## src/include/rtcat_pkg.sv

```systemverilog
package rtcat_pkg;

  // ==========================================================================
  // Register byte addresses.
  localparam logic [31:0] OFF_ALARM_SECOND     = 32'h4420_0054;
  localparam logic [31:0] OFF_ALARM_MINUTE     = 32'h4420_0058;
  localparam logic [31:0] OFF_ALARM_HOUR       = 32'h4420_005C;
  localparam logic [31:0] OFF_ALARM_DATE       = 32'h4420_0060;
  localparam logic [31:0] OFF_ALARM_MONTH      = 32'h4420_0064;
  localparam logic [31:0] OFF_ALARM_YEAR       = 32'h4420_0068;
  localparam logic [31:0] OFF_ROUND_RESET_CTRL = 32'h4420_006C;
  localparam logic [31:0] OFF_TIME_SECOND      = 32'h4420_0070;
  localparam logic [31:0] OFF_TIME_MINUTE      = 32'h4420_0074;
  localparam logic [31:0] OFF_TIME_HOUR        = 32'h4420_0078;
  localparam logic [31:0] OFF_TIME_DATE        = 32'h4420_007C;

  // ==========================================================================
  // Values after reset.
  localparam logic [7:0] RST_ALARM_SECOND     = 8'h00;
  localparam logic [7:0] RST_ALARM_MINUTE     = 8'h00;
  localparam logic [7:0] RST_ALARM_HOUR       = 8'h00;
  localparam logic [7:0] RST_ALARM_DATE       = 8'h01;
  localparam logic [7:0] RST_ALARM_MONTH      = 8'h01;
  localparam logic [7:0] RST_ALARM_YEAR       = 8'h00;
  localparam logic [7:0] RST_ROUND_RESET_CTRL = 8'h00;

  // ==========================================================================
  // Implemented bits of each register; the rest are reserved and read zero.
  localparam logic [7:0] MASK_SECOND = 8'h7F;
  localparam logic [7:0] MASK_MINUTE = 8'h7F;
  localparam logic [7:0] MASK_HOUR   = 8'h3F;
  localparam logic [7:0] MASK_DATE   = 8'h3F;
  localparam logic [7:0] MASK_MONTH  = 8'h1F;
  localparam logic [7:0] MASK_YEAR   = 8'hFF;
  localparam logic [7:0] MASK_ROUND  = 8'h0F;

  // ==========================================================================
  // Round reset control fields and boundary codes.
  localparam int         ROUND_CLEAR_ENABLE_BIT = 3;
  localparam int         CARRY_SEL_MSB          = 2;
  localparam logic [2:0] CARRY_SEL_30           = 3'h3;
  localparam logic [2:0] CARRY_SEL_40           = 3'h4;
  localparam logic [2:0] CARRY_SEL_50           = 3'h5;
  localparam logic [7:0] BOUNDARY_30            = 8'h30;
  localparam logic [7:0] BOUNDARY_40            = 8'h40;
  localparam logic [7:0] BOUNDARY_50            = 8'h50;

  // ==========================================================================
  // Counting limits and the crystal divider.
  localparam logic [7:0] MAX_SECOND  = 8'h59;
  localparam logic [7:0] MAX_MINUTE  = 8'h59;
  localparam logic [7:0] MAX_HOUR    = 8'h23;
  localparam logic [7:0] MAX_DATE    = 8'h31;
  localparam logic [7:0] FIRST_ZERO  = 8'h00;
  localparam logic [7:0] FIRST_DATE  = 8'h01;
  localparam int         XTAL_DIV    = 32768;
  localparam int         FIELD_COUNT = 6;

endpackage

```

## src/hw/rtcat_top.sv

```systemverilog
`timescale 1ns/1ns
module rtcat_top #(
  parameter int XTAL_DIV = rtcat_pkg::XTAL_DIV
) (
  input  wire logic        clk,
  input  wire logic        srst,
  input  wire logic        xtal_in,
  input  wire logic        bus_sel,
  input  wire logic        bus_wr,
  input  wire logic        bus_rd,
  input  wire logic [31:0] bus_addr,
  input  wire logic [7:0]  bus_wdata,
  output logic      [7:0]  bus_rdata,
  input  wire logic        timekeeper_write_enable,
  input  wire logic        alarm_global_enable,
  input  wire logic [5:0]  alarm_field_enable,
  input  wire logic        power_down,
  input  wire logic [7:0]  month_digits,
  input  wire logic [7:0]  year_digits,
  output logic             alarm_irq,
  output logic             power_wakeup,
  output logic             date_carry
);

  // ==========================================================================
  // Helpers.
  // Next BCD value with wrap to first; bit 8 is the carry out.
  function automatic logic [8:0] bcd_step(input logic [7:0] v, input logic [7:0] last, input logic [7:0] first);
    logic [8:0] r;
    r = 9'h000;
    if (v >= last) begin
      r = {1'b1, first};
    end else if (v[3:0] >= 4'h9) begin
      r = {1'b0, v[7:4] + 4'h1, 4'h0};
    end else begin
      r = {1'b0, v[7:4], v[3:0] + 4'h1};
    end
    return r;
  endfunction

  function automatic logic hit(input logic [31:0] a, input logic [31:0] off);
    return a == off;
  endfunction

  // ==========================================================================
  // Storage.
  logic [7:0] alarm_second_r;
  logic [7:0] alarm_minute_r;
  logic [7:0] alarm_hour_r;
  logic [7:0] alarm_date_r;
  logic [7:0] alarm_month_r;
  logic [7:0] alarm_year_r;
  logic [7:0] round_reset_ctrl_r;
  logic [7:0] time_second_r;
  logic [7:0] time_minute_r;
  logic [7:0] time_hour_r;
  logic [7:0] time_date_r;
  logic       round_pulse_r;
  logic       sec_tick;
  logic       tick_d1_r;
  logic       tick_d2_r;
  logic       match;
  logic       wr_en;
  logic       round_carry;
  logic       sec_carry;
  logic       min_step;
  logic [8:0] sec_nxt;
  logic [8:0] min_nxt;
  logic [8:0] hour_nxt;
  logic [8:0] date_nxt;
  logic [7:0] rdata_nxt;

  assign wr_en = bus_sel && bus_wr;

  // ==========================================================================
  // Second tick and alarm compare.
  rtcat_tick_div #(
    .DIV (XTAL_DIV)
  ) u_div (
    .clk      (clk),
    .srst     (srst),
    .xtal_in  (xtal_in),
    .sec_tick (sec_tick)
  );

  rtcat_alarm_cmp u_cmp (
    .clk          (clk),
    .srst         (srst),
    .field_enable (alarm_field_enable),
    .alarm_second (alarm_second_r),
    .alarm_minute (alarm_minute_r),
    .alarm_hour   (alarm_hour_r),
    .alarm_date   (alarm_date_r),
    .alarm_month  (alarm_month_r),
    .alarm_year   (alarm_year_r),
    .time_second  (time_second_r),
    .time_minute  (time_minute_r),
    .time_hour    (time_hour_r),
    .time_date    (time_date_r),
    .month_digits (month_digits),
    .year_digits  (year_digits),
    .match        (match)
  );

  // ==========================================================================
  // Alarm and round reset registers; written at any time.
  always_ff @(posedge clk) begin
    if (srst) begin
      alarm_second_r     <= rtcat_pkg::RST_ALARM_SECOND;
      alarm_minute_r     <= rtcat_pkg::RST_ALARM_MINUTE;
      alarm_hour_r       <= rtcat_pkg::RST_ALARM_HOUR;
      alarm_date_r       <= rtcat_pkg::RST_ALARM_DATE;
      alarm_month_r      <= rtcat_pkg::RST_ALARM_MONTH;
      alarm_year_r       <= rtcat_pkg::RST_ALARM_YEAR;
      round_reset_ctrl_r <= rtcat_pkg::RST_ROUND_RESET_CTRL;
    end else if (wr_en) begin
      if (hit(bus_addr, rtcat_pkg::OFF_ALARM_SECOND)) begin
        alarm_second_r <= bus_wdata & rtcat_pkg::MASK_SECOND;
      end
      if (hit(bus_addr, rtcat_pkg::OFF_ALARM_MINUTE)) begin
        alarm_minute_r <= bus_wdata & rtcat_pkg::MASK_MINUTE;
      end
      if (hit(bus_addr, rtcat_pkg::OFF_ALARM_HOUR)) begin
        alarm_hour_r <= bus_wdata & rtcat_pkg::MASK_HOUR;
      end
      if (hit(bus_addr, rtcat_pkg::OFF_ALARM_DATE)) begin
        alarm_date_r <= bus_wdata & rtcat_pkg::MASK_DATE;
      end
      if (hit(bus_addr, rtcat_pkg::OFF_ALARM_MONTH)) begin
        alarm_month_r <= bus_wdata & rtcat_pkg::MASK_MONTH;
      end
      if (hit(bus_addr, rtcat_pkg::OFF_ALARM_YEAR)) begin
        alarm_year_r <= bus_wdata & rtcat_pkg::MASK_YEAR;
      end
      if (hit(bus_addr, rtcat_pkg::OFF_ROUND_RESET_CTRL)) begin
        round_reset_ctrl_r <= bus_wdata & rtcat_pkg::MASK_ROUND;
      end
    end
  end

  // A write that sets the clear enable fires one round reset; the bit stays readable.
  always_ff @(posedge clk) begin
    if (srst) begin
      round_pulse_r <= 1'b0;
    end else begin
      round_pulse_r <= wr_en && hit(bus_addr, rtcat_pkg::OFF_ROUND_RESET_CTRL)
                       && bus_wdata[rtcat_pkg::ROUND_CLEAR_ENABLE_BIT];
    end
  end

  // ==========================================================================
  // Carry decisions.
  always_comb begin
    case (round_reset_ctrl_r[rtcat_pkg::CARRY_SEL_MSB:0])
      rtcat_pkg::CARRY_SEL_30: round_carry = time_second_r > rtcat_pkg::BOUNDARY_30;
      rtcat_pkg::CARRY_SEL_40: round_carry = time_second_r > rtcat_pkg::BOUNDARY_40;
      rtcat_pkg::CARRY_SEL_50: round_carry = time_second_r > rtcat_pkg::BOUNDARY_50;
      default:                 round_carry = 1'b0;
    endcase
    sec_nxt   = bcd_step(time_second_r, rtcat_pkg::MAX_SECOND, rtcat_pkg::FIRST_ZERO);
    min_nxt   = bcd_step(time_minute_r, rtcat_pkg::MAX_MINUTE, rtcat_pkg::FIRST_ZERO);
    hour_nxt  = bcd_step(time_hour_r, rtcat_pkg::MAX_HOUR, rtcat_pkg::FIRST_ZERO);
    date_nxt  = bcd_step(time_date_r, rtcat_pkg::MAX_DATE, rtcat_pkg::FIRST_DATE);
    sec_carry = sec_tick && sec_nxt[8];
    // A round reset taking place in a tick cycle wins; its carry replaces the tick's.
    min_step  = round_pulse_r ? round_carry : sec_carry;
  end

  // ==========================================================================
  // Running time. No reset: the counters keep time across a system reset.
  always_ff @(posedge clk) begin
    if (wr_en && timekeeper_write_enable && hit(bus_addr, rtcat_pkg::OFF_TIME_SECOND)) begin
      time_second_r <= bus_wdata & rtcat_pkg::MASK_SECOND;
    end else if (round_pulse_r) begin
      time_second_r <= rtcat_pkg::FIRST_ZERO;
    end else if (sec_tick) begin
      time_second_r <= sec_nxt[7:0];
    end
  end

  always_ff @(posedge clk) begin
    if (wr_en && timekeeper_write_enable && hit(bus_addr, rtcat_pkg::OFF_TIME_MINUTE)) begin
      time_minute_r <= bus_wdata & rtcat_pkg::MASK_MINUTE;
    end else if (min_step) begin
      time_minute_r <= min_nxt[7:0];
    end
  end

  always_ff @(posedge clk) begin
    if (wr_en && timekeeper_write_enable && hit(bus_addr, rtcat_pkg::OFF_TIME_HOUR)) begin
      time_hour_r <= bus_wdata & rtcat_pkg::MASK_HOUR;
    end else if (min_step && min_nxt[8]) begin
      time_hour_r <= hour_nxt[7:0];
    end
  end

  always_ff @(posedge clk) begin
    if (wr_en && timekeeper_write_enable && hit(bus_addr, rtcat_pkg::OFF_TIME_DATE)) begin
      time_date_r <= bus_wdata & rtcat_pkg::MASK_DATE;
    end else if (min_step && min_nxt[8] && hour_nxt[8]) begin
      time_date_r <= date_nxt[7:0];
    end
  end

  // Month ends are not known here; the month counter outside gets this pulse.
  always_ff @(posedge clk) begin
    if (srst) begin
      date_carry <= 1'b0;
    end else begin
      date_carry <= min_step && min_nxt[8] && hour_nxt[8] && date_nxt[8];
    end
  end

  // ==========================================================================
  // Alarm outputs, three cycles behind the tick (gated by the tick delayed two cycles) so the compare sees the new time.
  always_ff @(posedge clk) begin
    if (srst) begin
      tick_d1_r    <= 1'b0;
      tick_d2_r    <= 1'b0;
      alarm_irq    <= 1'b0;
      power_wakeup <= 1'b0;
    end else begin
      tick_d1_r    <= sec_tick;
      tick_d2_r    <= tick_d1_r;
      alarm_irq    <= tick_d2_r && match && alarm_global_enable;
      power_wakeup <= tick_d2_r && match && alarm_global_enable && power_down;
    end
  end

  // ==========================================================================
  // Byte read port. Reads work regardless of the write enable.
  always_comb begin
    rdata_nxt = 8'h00;
    if (hit(bus_addr, rtcat_pkg::OFF_ALARM_SECOND)) rdata_nxt = alarm_second_r;
    if (hit(bus_addr, rtcat_pkg::OFF_ALARM_MINUTE)) rdata_nxt = alarm_minute_r;
    if (hit(bus_addr, rtcat_pkg::OFF_ALARM_HOUR)) rdata_nxt = alarm_hour_r;
    if (hit(bus_addr, rtcat_pkg::OFF_ALARM_DATE)) rdata_nxt = alarm_date_r;
    if (hit(bus_addr, rtcat_pkg::OFF_ALARM_MONTH)) rdata_nxt = alarm_month_r;
    if (hit(bus_addr, rtcat_pkg::OFF_ALARM_YEAR)) rdata_nxt = alarm_year_r;
    if (hit(bus_addr, rtcat_pkg::OFF_ROUND_RESET_CTRL)) rdata_nxt = round_reset_ctrl_r;
    if (hit(bus_addr, rtcat_pkg::OFF_TIME_SECOND)) rdata_nxt = time_second_r;
    if (hit(bus_addr, rtcat_pkg::OFF_TIME_MINUTE)) rdata_nxt = time_minute_r;
    if (hit(bus_addr, rtcat_pkg::OFF_TIME_HOUR)) rdata_nxt = time_hour_r;
    if (hit(bus_addr, rtcat_pkg::OFF_TIME_DATE)) rdata_nxt = time_date_r;
  end

  always_ff @(posedge clk) begin
    if (srst) begin
      bus_rdata <= 8'h00;
    end else if (bus_sel && bus_rd) begin
      bus_rdata <= rdata_nxt;
    end
  end

  // ==========================================================================
  // Checks.
  AST_ALARM_SECOND_RST: assert property (@(posedge clk) $fell(srst) |-> alarm_second_r == 8'h00)
    else $error("alarm second not zero after reset");
  AST_ALARM_DATE_RST: assert property (@(posedge clk) $fell(srst) |->
    (alarm_date_r == 8'h01) && (alarm_month_r == 8'h01) && (alarm_hour_r == 8'h00))
    else $error("alarm date, month or hour wrong after reset");
  AST_ALARM_MINUTE_MASK: assert property (@(posedge clk) disable iff (srst)
    wr_en && hit(bus_addr, rtcat_pkg::OFF_ALARM_MINUTE) |=> alarm_minute_r == ($past(bus_wdata) & 8'h7F))
    else $error("alarm minute write not masked to seven bits");
  AST_ALARM_HOUR_MASK: assert property (@(posedge clk) disable iff (srst) alarm_hour_r[7:6] == 2'h0)
    else $error("alarm hour reserved bits set");
  AST_ALARM_MONTH_MASK: assert property (@(posedge clk) disable iff (srst) alarm_month_r[7:5] == 3'h0)
    else $error("alarm month reserved bits set");
  AST_ALARM_YEAR_READ: assert property (@(posedge clk) disable iff (srst)
    bus_sel && bus_rd && hit(bus_addr, rtcat_pkg::OFF_ALARM_YEAR) && !wr_en |=> bus_rdata == alarm_year_r)
    else $error("alarm year readback differs");
  AST_ROUND_CTRL_MASK: assert property (@(posedge clk) disable iff (srst) round_reset_ctrl_r[7:4] == 4'h0)
    else $error("round reset control reserved bits set");
  AST_ROUND_FROM_WRITE: assert property (@(posedge clk) disable iff (srst)
    round_pulse_r |-> $past(wr_en) && $past(bus_wdata[rtcat_pkg::ROUND_CLEAR_ENABLE_BIT]))
    else $error("round reset fired without a write of the enable bit");
  AST_ROUND_CLEARS: assert property (@(posedge clk) disable iff (srst)
    round_pulse_r && !(wr_en && hit(bus_addr, rtcat_pkg::OFF_TIME_SECOND)) |=> time_second_r == 8'h00)
    else $error("round reset did not clear seconds");
  AST_ROUND_NO_CARRY: assert property (@(posedge clk) disable iff (srst)
    round_pulse_r && (round_reset_ctrl_r[2:0] < 3'h3 || round_reset_ctrl_r[2:0] > 3'h5) && !wr_en
    |=> $stable(time_minute_r))
    else $error("round reset carried with a no-carry code");
  AST_ROUND_CARRY_40: assert property (@(posedge clk) disable iff (srst)
    round_pulse_r && round_reset_ctrl_r[2:0] == 3'h4 && time_second_r > 8'h40 && time_minute_r < 8'h59 && !wr_en
    |=> time_minute_r == $past(min_nxt[7:0]))
    else $error("round reset over forty did not step minutes");
  AST_TIME_SECOND_WRITE: assert property (@(posedge clk) disable iff (srst)
    wr_en && timekeeper_write_enable && hit(bus_addr, rtcat_pkg::OFF_TIME_SECOND)
    |=> time_second_r == ($past(bus_wdata) & 8'h7F))
    else $error("time second write not stored masked");
  AST_TIME_MINUTE_WRITE: assert property (@(posedge clk) disable iff (srst)
    wr_en && timekeeper_write_enable && hit(bus_addr, rtcat_pkg::OFF_TIME_MINUTE)
    |=> time_minute_r == ($past(bus_wdata) & 8'h7F))
    else $error("time minute write not stored masked");
  AST_TIME_DATE_RSVD: assert property (@(posedge clk) disable iff (srst)
    wr_en && timekeeper_write_enable && hit(bus_addr, rtcat_pkg::OFF_TIME_DATE)
    |=> time_date_r[7:6] == 2'h0)
    else $error("time date reserved bits set by a write");
  AST_WRITE_LOCK: assert property (@(posedge clk) disable iff (srst)
    wr_en && !timekeeper_write_enable && hit(bus_addr, rtcat_pkg::OFF_TIME_HOUR) && !min_step
    |=> $stable(time_hour_r))
    else $error("time hour written while locked");
  AST_WAKEUP_WITH_IRQ: assert property (@(posedge clk) disable iff (srst) power_wakeup |-> alarm_irq)
    else $error("wakeup without alarm interrupt");
  AST_WAKEUP_NEEDS_DOWN: assert property (@(posedge clk) disable iff (srst)
    power_wakeup |-> $past(power_down))
    else $error("wakeup outside power-down mode");
  AST_IRQ_ONE_CYCLE: assert property (@(posedge clk) disable iff (srst) alarm_irq |=> !alarm_irq)
    else $error("alarm interrupt longer than one cycle");
  AST_IRQ_NEEDS_ENABLE: assert property (@(posedge clk) disable iff (srst)
    alarm_irq |-> $past(alarm_global_enable) && $past(tick_d2_r, 1))
    else $error("alarm interrupt without global enable or tick");
  AST_SECOND_WRAP: assert property (@(posedge clk) disable iff (srst)
    sec_tick && time_second_r == 8'h59 && !round_pulse_r && !wr_en |=> time_second_r == 8'h00)
    else $error("seconds did not wrap at fifty-nine");
  AST_HOUR_WRAP: assert property (@(posedge clk) disable iff (srst)
    min_step && min_nxt[8] && time_hour_r == 8'h23 && !wr_en |=> time_hour_r == 8'h00)
    else $error("hours did not wrap at twenty-three");
  AST_DATE_CARRY_WRAP: assert property (@(posedge clk) disable iff (srst)
    date_carry && !$past(wr_en) |-> time_date_r == 8'h01)
    else $error("date carry without the date wrapping to one");

  COV_ROUND_CARRY: cover property (@(posedge clk) disable iff (srst) round_pulse_r && round_carry);
  COV_LOCKED_WRITE: cover property (@(posedge clk) disable iff (srst) wr_en && !timekeeper_write_enable);
  COV_ALARM_FIRE: cover property (@(posedge clk) disable iff (srst) alarm_irq && power_wakeup);
  COV_HOUR_WRAP: cover property (@(posedge clk) disable iff (srst) min_step && min_nxt[8] && hour_nxt[8]);

endmodule

```

## src/hw/rtcat_tick_div.sv

```systemverilog
`timescale 1ns/1ns
module rtcat_tick_div #(
  parameter int DIV = rtcat_pkg::XTAL_DIV
) (
  input  wire logic clk,
  input  wire logic srst,
  input  wire logic xtal_in,
  output logic      sec_tick
);

  logic        sync1_r;
  logic        sync2_r;
  logic        sync3_r;
  logic [15:0] cnt_r;

  // The crystal wave is asynchronous; the second and third stages feed the edge detect.
  always_ff @(posedge clk) begin
    sync1_r <= xtal_in;
    sync2_r <= sync1_r;
    sync3_r <= sync2_r;
  end

  always_ff @(posedge clk) begin
    if (srst) begin
      cnt_r    <= 16'h0000;
      sec_tick <= 1'b0;
    end else begin
      sec_tick <= 1'b0;
      if (sync2_r && !sync3_r) begin
        if (cnt_r == 16'(DIV - 1)) begin
          cnt_r    <= 16'h0000;
          sec_tick <= 1'b1;
        end else begin
          cnt_r <= cnt_r + 16'h0001;
        end
      end
    end
  end

endmodule

```

## src/hw/rtcat_alarm_cmp.sv

```systemverilog
`timescale 1ns/1ns
module rtcat_alarm_cmp (
  input  wire logic       clk,
  input  wire logic       srst,
  input  wire logic [5:0] field_enable,
  input  wire logic [7:0] alarm_second,
  input  wire logic [7:0] alarm_minute,
  input  wire logic [7:0] alarm_hour,
  input  wire logic [7:0] alarm_date,
  input  wire logic [7:0] alarm_month,
  input  wire logic [7:0] alarm_year,
  input  wire logic [7:0] time_second,
  input  wire logic [7:0] time_minute,
  input  wire logic [7:0] time_hour,
  input  wire logic [7:0] time_date,
  input  wire logic [7:0] month_digits,
  input  wire logic [7:0] year_digits,
  output logic            match
);

  logic [5:0] eq;

  always_comb begin
    eq[0] = (alarm_second == time_second);
    eq[1] = (alarm_minute == time_minute);
    eq[2] = (alarm_hour   == time_hour);
    eq[3] = (alarm_date   == time_date);
    eq[4] = (alarm_month  == month_digits);
    eq[5] = (alarm_year   == year_digits);
  end

  // A field whose enable is clear always counts as matching.
  always_ff @(posedge clk) begin
    if (srst) begin
      match <= 1'b0;
    end else begin
      match <= &(eq | ~field_enable);
    end
  end

endmodule

```

## config.mk

```make
export PLATFORM = sky130hd
export DESIGN_NAME = rtcat_top
export DESIGN_NICKNAME = d
export VERILOG_FILES = /design/src/include/rtcat_pkg.sv /design/src/hw/rtcat_top.sv /design/src/hw/rtcat_tick_div.sv /design/src/hw/rtcat_alarm_cmp.sv
export SDC_FILE = /design/constraint.sdc
export NUM_CORES = 1
export LEC_CHECK = 0
export BUFFER_PORTS_ARGS = -buffer_cell sky130_fd_sc_hd__clkbuf_2
export CORE_ASPECT_RATIO = 2
export CORE_MARGIN = 10
export CORE_UTILIZATION = 35
export DETAILED_ROUTE_END_ITERATION = 10
export HOLD_SLACK_MARGIN = 0.02
export PLACE_DENSITY_LB_ADDON = 0.2
export SYNTH_ARGS = -nofsm -noshare
export SYNTH_HDL_FRONTEND = slang
export SYNTH_SLANG_ARGS = --single-unit
```

## constraint.sdc

```tcl
create_clock -name clk -period 3.15 [get_ports clk]
set_input_delay 0.63 -clock clk [delete_from_list [all_inputs] [get_ports clk]]
set_output_delay 0.63 -clock clk [all_outputs]
set_load 0.05 [all_outputs]
```

Word-level counts from Yosys, hierarchy flattened:

Index checks and enable logic that the tools add are counted.

* register bits: 110
* bits in latches: 0
* RAM bits: 0
* memory bits (read-only): 0
* input port bits: 71
* output and inout bits: 11
* logic and storage cells: 156
* memories kept: 0

* $add $sub $neg: 9
* $mul: 0
* div/mod/pow operators: 0
* magnitude comparators: 11
* equality and inequality tests: 21
* shift operators: 0
* mux-type cells: 32
* bitwise gates (word level): 3
* reduce and logical (&&, ||, !) cells: 48

Operators with widths (count)
* $eq A32 B31 Y1 const B: 11
* $mux W8: 14
* $mux W7: 6
* $mux W9: 4
* $add A4 B1 Y4 const B: 8
* $reduce_and A2 Y1: 15
* $mux W6: 4
* $logic_and A1 B1 Y1: 17
* $add A16 B1 Y16 const B: 1
* $eq A16 B15 Y1 const B: 1
* $eq A6 B8 Y1: 2
* $eq A7 B8 Y1: 2
* $ge A4 B4 Y1 const B: 4
* $ge A8 B6 Y1 const B: 2
* $ge A8 B7 Y1 const B: 2
* $gt A8 B7 Y1 const B: 2
* $mux W16: 1
* $reduce_bool A2 Y1: 7
* $reduce_bool A3 Y1: 4
* $eq A5 B8 Y1: 1
* $eq A8 B8 Y1: 1
* $gt A8 B6 Y1 const B: 1
* $eq A3 B3 Y1 const B: 2
* $not A6 Y6: 1
* other kinds (9): 11

Longest topological paths before layout:

* depth after elaboration: 12
* gate-level depth with buffers: 9
* mapped depth without buffers: 8

Cells and area by module:

From an unflattened synthesis, not the netlist that was laid out.

* cell total of the unflattened synthesis: 725
* area total of the unflattened synthesis: 6560.0 um^2

Modules (own cells, without submodules)
* rtcat_top: instances 1, cells an instance 567, area an instance 5156.2 um^2, sequential area each 2042.0 um^2
* rtcat_tick_div: instances 1, cells an instance 88, area an instance 834.6 um^2, sequential area each 400.4 um^2
* rtcat_alarm_cmp: instances 1, cells an instance 70, area an instance 569.3 um^2, sequential area each 20.0 um^2

Least setup slack after synthesis:

No wires, ideal clock.

* path type: input port to flip-flop
* start: in bus_addr[10]
* end: reg time_hour_r[4] (enable)
* library setup time: 0.309 ns
* data arrival time: 2.422 ns
* required time: 2.841 ns
* path slack: 0.419 ns
* stages: 8
* buffers on the path: 2
* cell sequence: or4_4 or2_1 buf_6 or3_4 nor3_4 buf_6 nor2_2 nor2_1

* word-level cells in the longest chain between the ends: 4
* elaborated cells on any way between the ends: 5
* those cells by class: 1 x eq/ne; 4 x reduce/logical

RTL lines
* start: declaration: line rtcat_top.sv:11 `input wire logic [31:0] bus_addr,`
* $eq A32 B31 Y1 *: line rtcat_top.sv:42 `return a == off;`
* $logic_and A1 B1 Y1 *: line rtcat_top.sv:190 `if (wr_en && timekeeper_write_enable && hit(bus_addr, rtcat_pkg::OFF_TIME_HOUR)) begin`
* $reduce_bool A3 Y1 (no line) / $reduce_bool A2 Y1 (equally long branches)
* $reduce_and A2 Y1 (no line) *
* end signal: assignment: line rtcat_top.sv:191 `time_hour_r <= bus_wdata & rtcat_pkg::MASK_HOUR;`
* end signal: assignment: line rtcat_top.sv:193 `time_hour_r <= hour_nxt[7:0];`
* end: declaration: line rtcat_top.sv:56 `logic [7:0] time_hour_r;`

Mark *: on every way between the ends. The rest lies on a longest branch, timed or not.
A chain may end at the register's enable or synchronous reset.

Worst setup path in the final report:

* start: reg time_minute_r[1]
* end: reg time_date_r[3] (enable)

* word-level cells in the longest chain between the ends: 5

RTL lines
* start: declaration: line rtcat_top.sv:55 `logic [7:0] time_minute_r;`
* start signal: assignment: line rtcat_top.sv:183 `time_minute_r <= bus_wdata & rtcat_pkg::MASK_MINUTE;`
* start signal: assignment: line rtcat_top.sv:185 `time_minute_r <= min_nxt[7:0];`
* $ge A8 B7 Y1: line rtcat_top.sv:31 `if (v >= last) begin`
* $mux W9: line rtcat_top.sv:31
* $logic_and A1 B1 Y1 (2 in a row): line rtcat_top.sv:200 `end else if (min_step && min_nxt[8] && hour_nxt[8]) begin`
* $reduce_bool A2 Y1 (no line)
* end signal: assignment: line rtcat_top.sv:199 `time_date_r <= bus_wdata & rtcat_pkg::MASK_DATE;`
* end signal: assignment: line rtcat_top.sv:201 `time_date_r <= date_nxt[7:0];`
* end: declaration: line rtcat_top.sv:57 `logic [7:0] time_date_r;`

Every way passes these cells.

==> flow_summary.json <==
{
  "seqPwrFrac_pct": 50.9,
  "clockBufferDepth": 2,
  "status": "finished clean",
  "tns_ns": 0,
  "cp_cell_sequence": "inv_1, ha_1, or3b_2, a31o_2, a21oi_1, a211oi_1, nand2_1, nand2_1",
  "endpoint_kind": "flop",
  "p_leak_nw": 3.17,
  "htree_levels": 3,
  "overflow": 0,
  "max_slew.worst_pin.slew_ns": 0.755,
  "die_y_um": 212,
  "synth.most_common_cell": "dfxtp_1",
  "p_total_mw": 2.84,
  "dp_cells": 989,
  "drtIter0Drc": 305,
  "clkLatencyLatePin_ns": 0.37,
  "num_antenna_cells": 0,
  "cp_slowest_cell": "edfxtp_1",
  "clockPowerShare_pct": 41.9,
  "antenna_found_initial": 0,
  "drc": 0,
  "fillers": 1836,
  "setup_viol": 0,
  "synth_edf_count": 26,
  "dpl.hpwl_mm": 18.6,
  "cts_root_buf": "clkbuf_16",
  "grt_pass1_wl_mm": 35.2,
  "yosysTopAreaCellShare_pct": 26.1,
  "die_w_um": 116,
  "p_int_mw": 2.12,
  "fin_worst_skew_ns": 0.0146,
  "wl_mm": 23.3,
  "gp_congestion": 0.940,
  "ys_seq_area_share_pct": 38.3,
  "dieArea_mm2": 0.0245,
  "async_flop_share_pct": 0,
  "slew_headroom_pct": 49.0,
  "rsz0062_at_grt": "no",
  "p_sw_mw": 0.714,
  "maxCapViolCount": 0,
  "numCtsBuffers": 9,
  "worst_ep_arrival_time_ns": 2.76,
  "final-hold-violation-count": 0,
  "grt_pass1_vias": 5957,
  "route.met2.wl_mm": 13.0,
  "postCtsHoldBufs": 0,
  "syn_to_final_growth_pct": 17.1,
  "netlist_area_mm2": 0.00644,
  "critPathMostFrequentCell": "nand2_1",
  "synth_commonest_cells": "dfxtp_1 (84), nor2_1 (82), nand2_1 (46)",
  "num_rows": 70,
  "syn_avg_cell_area_um2": 9.26,
  "first_pass_iters": 5,
  "layout.cells.non_filler": 1005,
  "cts_tree": "done",
  "holdWs_ns": 0.334,
  "crit_path_max_incr_delay_ns": 0.53,
  "fmax_ghz": 0.375,
  "gr-usage-all-layers_pct": 19.2,
  "switching_share_pct": 25.2,
  "ys_ff_latch": 110,
  "initial_core_util_pct": 35.3,
  "yosysWarningCount": 0,
  "wl_met3_um": 899,
  "postCtsSetupBuffers": 0,
  "drive_above_1_share_pct": 20.8,
  "drt-met1-wl_mm": 7.83,
  "cp.required_ns": 3.25,
  "powerDensity_mw_per_mm2": 376,
  "vias": 5718,
  "criticalPathCategory": "reg2reg",
  "finalCritPeriodShare_pct": 84.7,
  "p_comb_share_pct": 7.1,
  "top_layer": "met4",
  "clk_pin_slew_ns": 0.08,
  "yosysUniqueCellTypes": 85,
  "wl_per_cell_um": 23.2,
  "finalNetCount": 877,
  "yosys.area.top_type": "dfxtp_1",
  "slew_viol_final": 0,
  "crit_path_start_kind": "flop",
  "drtAntennaViolNets": 0,
  "syn_nets": 788,
  "period_minus_slack_ns": 2.67,
  "critPathMaxFanout": 5,
  "cts-resized-gates": 0,
  "clock-sinks": 110,
  "synth_cells": 695,
  "portBuffers": 81,
  "grt_max_degree": 25,
  "worstHoldPathType": "reg2reg",
  "ys_top_cells_by_area": "dfxtp_1 (26%), edfxtp_1 (12%), mux2i_1 (6.7%)",
  "vias_per_cell": 5.69,
  "io_pins": 82,
  "ir_worst_vdd_mv": 0.237,
  "synth_top_flop_cell": "dfxtp_1",
  "core_mm2": 0.0182
}
-- power groups by stage --
stage / clock (mW) / sequential, mW / combinational, mW
2_1_floorplan: 0 / 1.48 / 0.0874
3_3_place_gp: 0 / 1.48 / 0.201
3_5_place_dp: 0 / 1.48 / 0.201
4_1_cts: 1.22 / 1.45 / 0.201
5_1_grt: 1.27 / 1.45 / 0.215
6_report: 1.19 / 1.45 / 0.202
-- cells by family after synthesis --
group | count (synthesis) | share of synthesized area, %
xor+xnor | 63 | 8.57
compound gates | 129 | 14.8
buf+inv | 58 | 3.87
mux | 45 | 7.04
flops | 110 | 38.3
simple gates | 268 | 23.2
fa+ha+maj | 22 | 4.28
-- critical path: cells and delay by family (launching register included) --
kind	cells	cell delay (ns)
buffers and inverters	1	0.11
AO/OA/AOI/OAI	3	0.67
adder cells (fa/ha/maj)	1	0.18
flip-flops	1	0.53
AND/OR/NAND/NOR	3	0.91
-- layout make-up --
type | instances | area, um^2 | area share [%]
Clock inverter | 6 | 67.6 | 0.897
Tap cell | 216 | 270 | 3.59
Sequential cell | 110 | 2460 | 32.7
Inverter | 19 | 71.3 | 0.946
Timing Repair Buffer | 117 | 676 | 8.97
Clock buffer | 10 | 250 | 3.32
Multi-Input combinational cell | 527 | 3740 | 49.6
-- per-stage QoR --
| stage | util, % | area (um^2) | setup WS (ns) |
|---|---|---|---|
| after floorplan | - | 6440 | 0.419 |
| after global placement | 39.6 | 7220 | 0.222 |
| after detailed placement | 39.6 | 7220 | 0.232 |
| after CTS | 41.4 | 7540 | 0.502 |
| after global routing | 41.4 | 7540 | 0.334 |
| final | 41.4 | 7540 | 0.481 |
-- sequential cells by signal, indices dropped and copies added (netlist names), 4 cells and up --
name,count
time_minute_r,8
alarm_hour_r,6
time_second_r,8
time_date_r,8
time_hour_r,8
bus_rdata,8
alarm_year_r,8
round_reset_ctrl_r,4
alarm_minute_r,7
alarm_second_r,7
alarm_month_r,5
u_div.cnt_r,16
alarm_date_r,6
-- path summary, 6_finish.rpt --
path | startpoint | depth (start not counted) | to | slack (ns)
max | time_minute_r[1] | 8 | time_date_r[3] | 0.48
max reg2reg | time_minute_r[1] | 8 | time_date_r[3] | 0.48
min reg2reg | u_div.sync1_r | 0 | u_div.sync2_r | 0.33
min | u_div.sync1_r | 0 | u_div.sync2_r | 0.33
-- layout by cell type (no fill, tap or decap), types with 12 or more instances in the layout --
| cell type | count |
|---|---|
| a22o_1 | 12 |
| clkbuf_2 | 81 |
| mux2i_1 | 43 |
| inv_1 | 19 |
| nand3_1 | 19 |
| nand4_1 | 14 |
| a21oi_1 | 17 |
| buf_4 | 36 |
| xor2_1 | 30 |
| nor2_1 | 82 |
| dfxtp_1 | 84 |
| xnor2_1 | 33 |
| nor3_1 | 15 |
| edfxtp_1 | 26 |
| nand2_1 | 46 |
| o21ai_0 | 21 |
| ha_1 | 22 |
-- routing by layer --
metal / vias up / track usage [%]
met5: - / 0
met4: 0 / 13.4
met3: 57 / 2.49
met2: 184 / 36.3
met1: 2775 / 18.3
li1: 2702 / -
(Power assumes the default switching activity.)
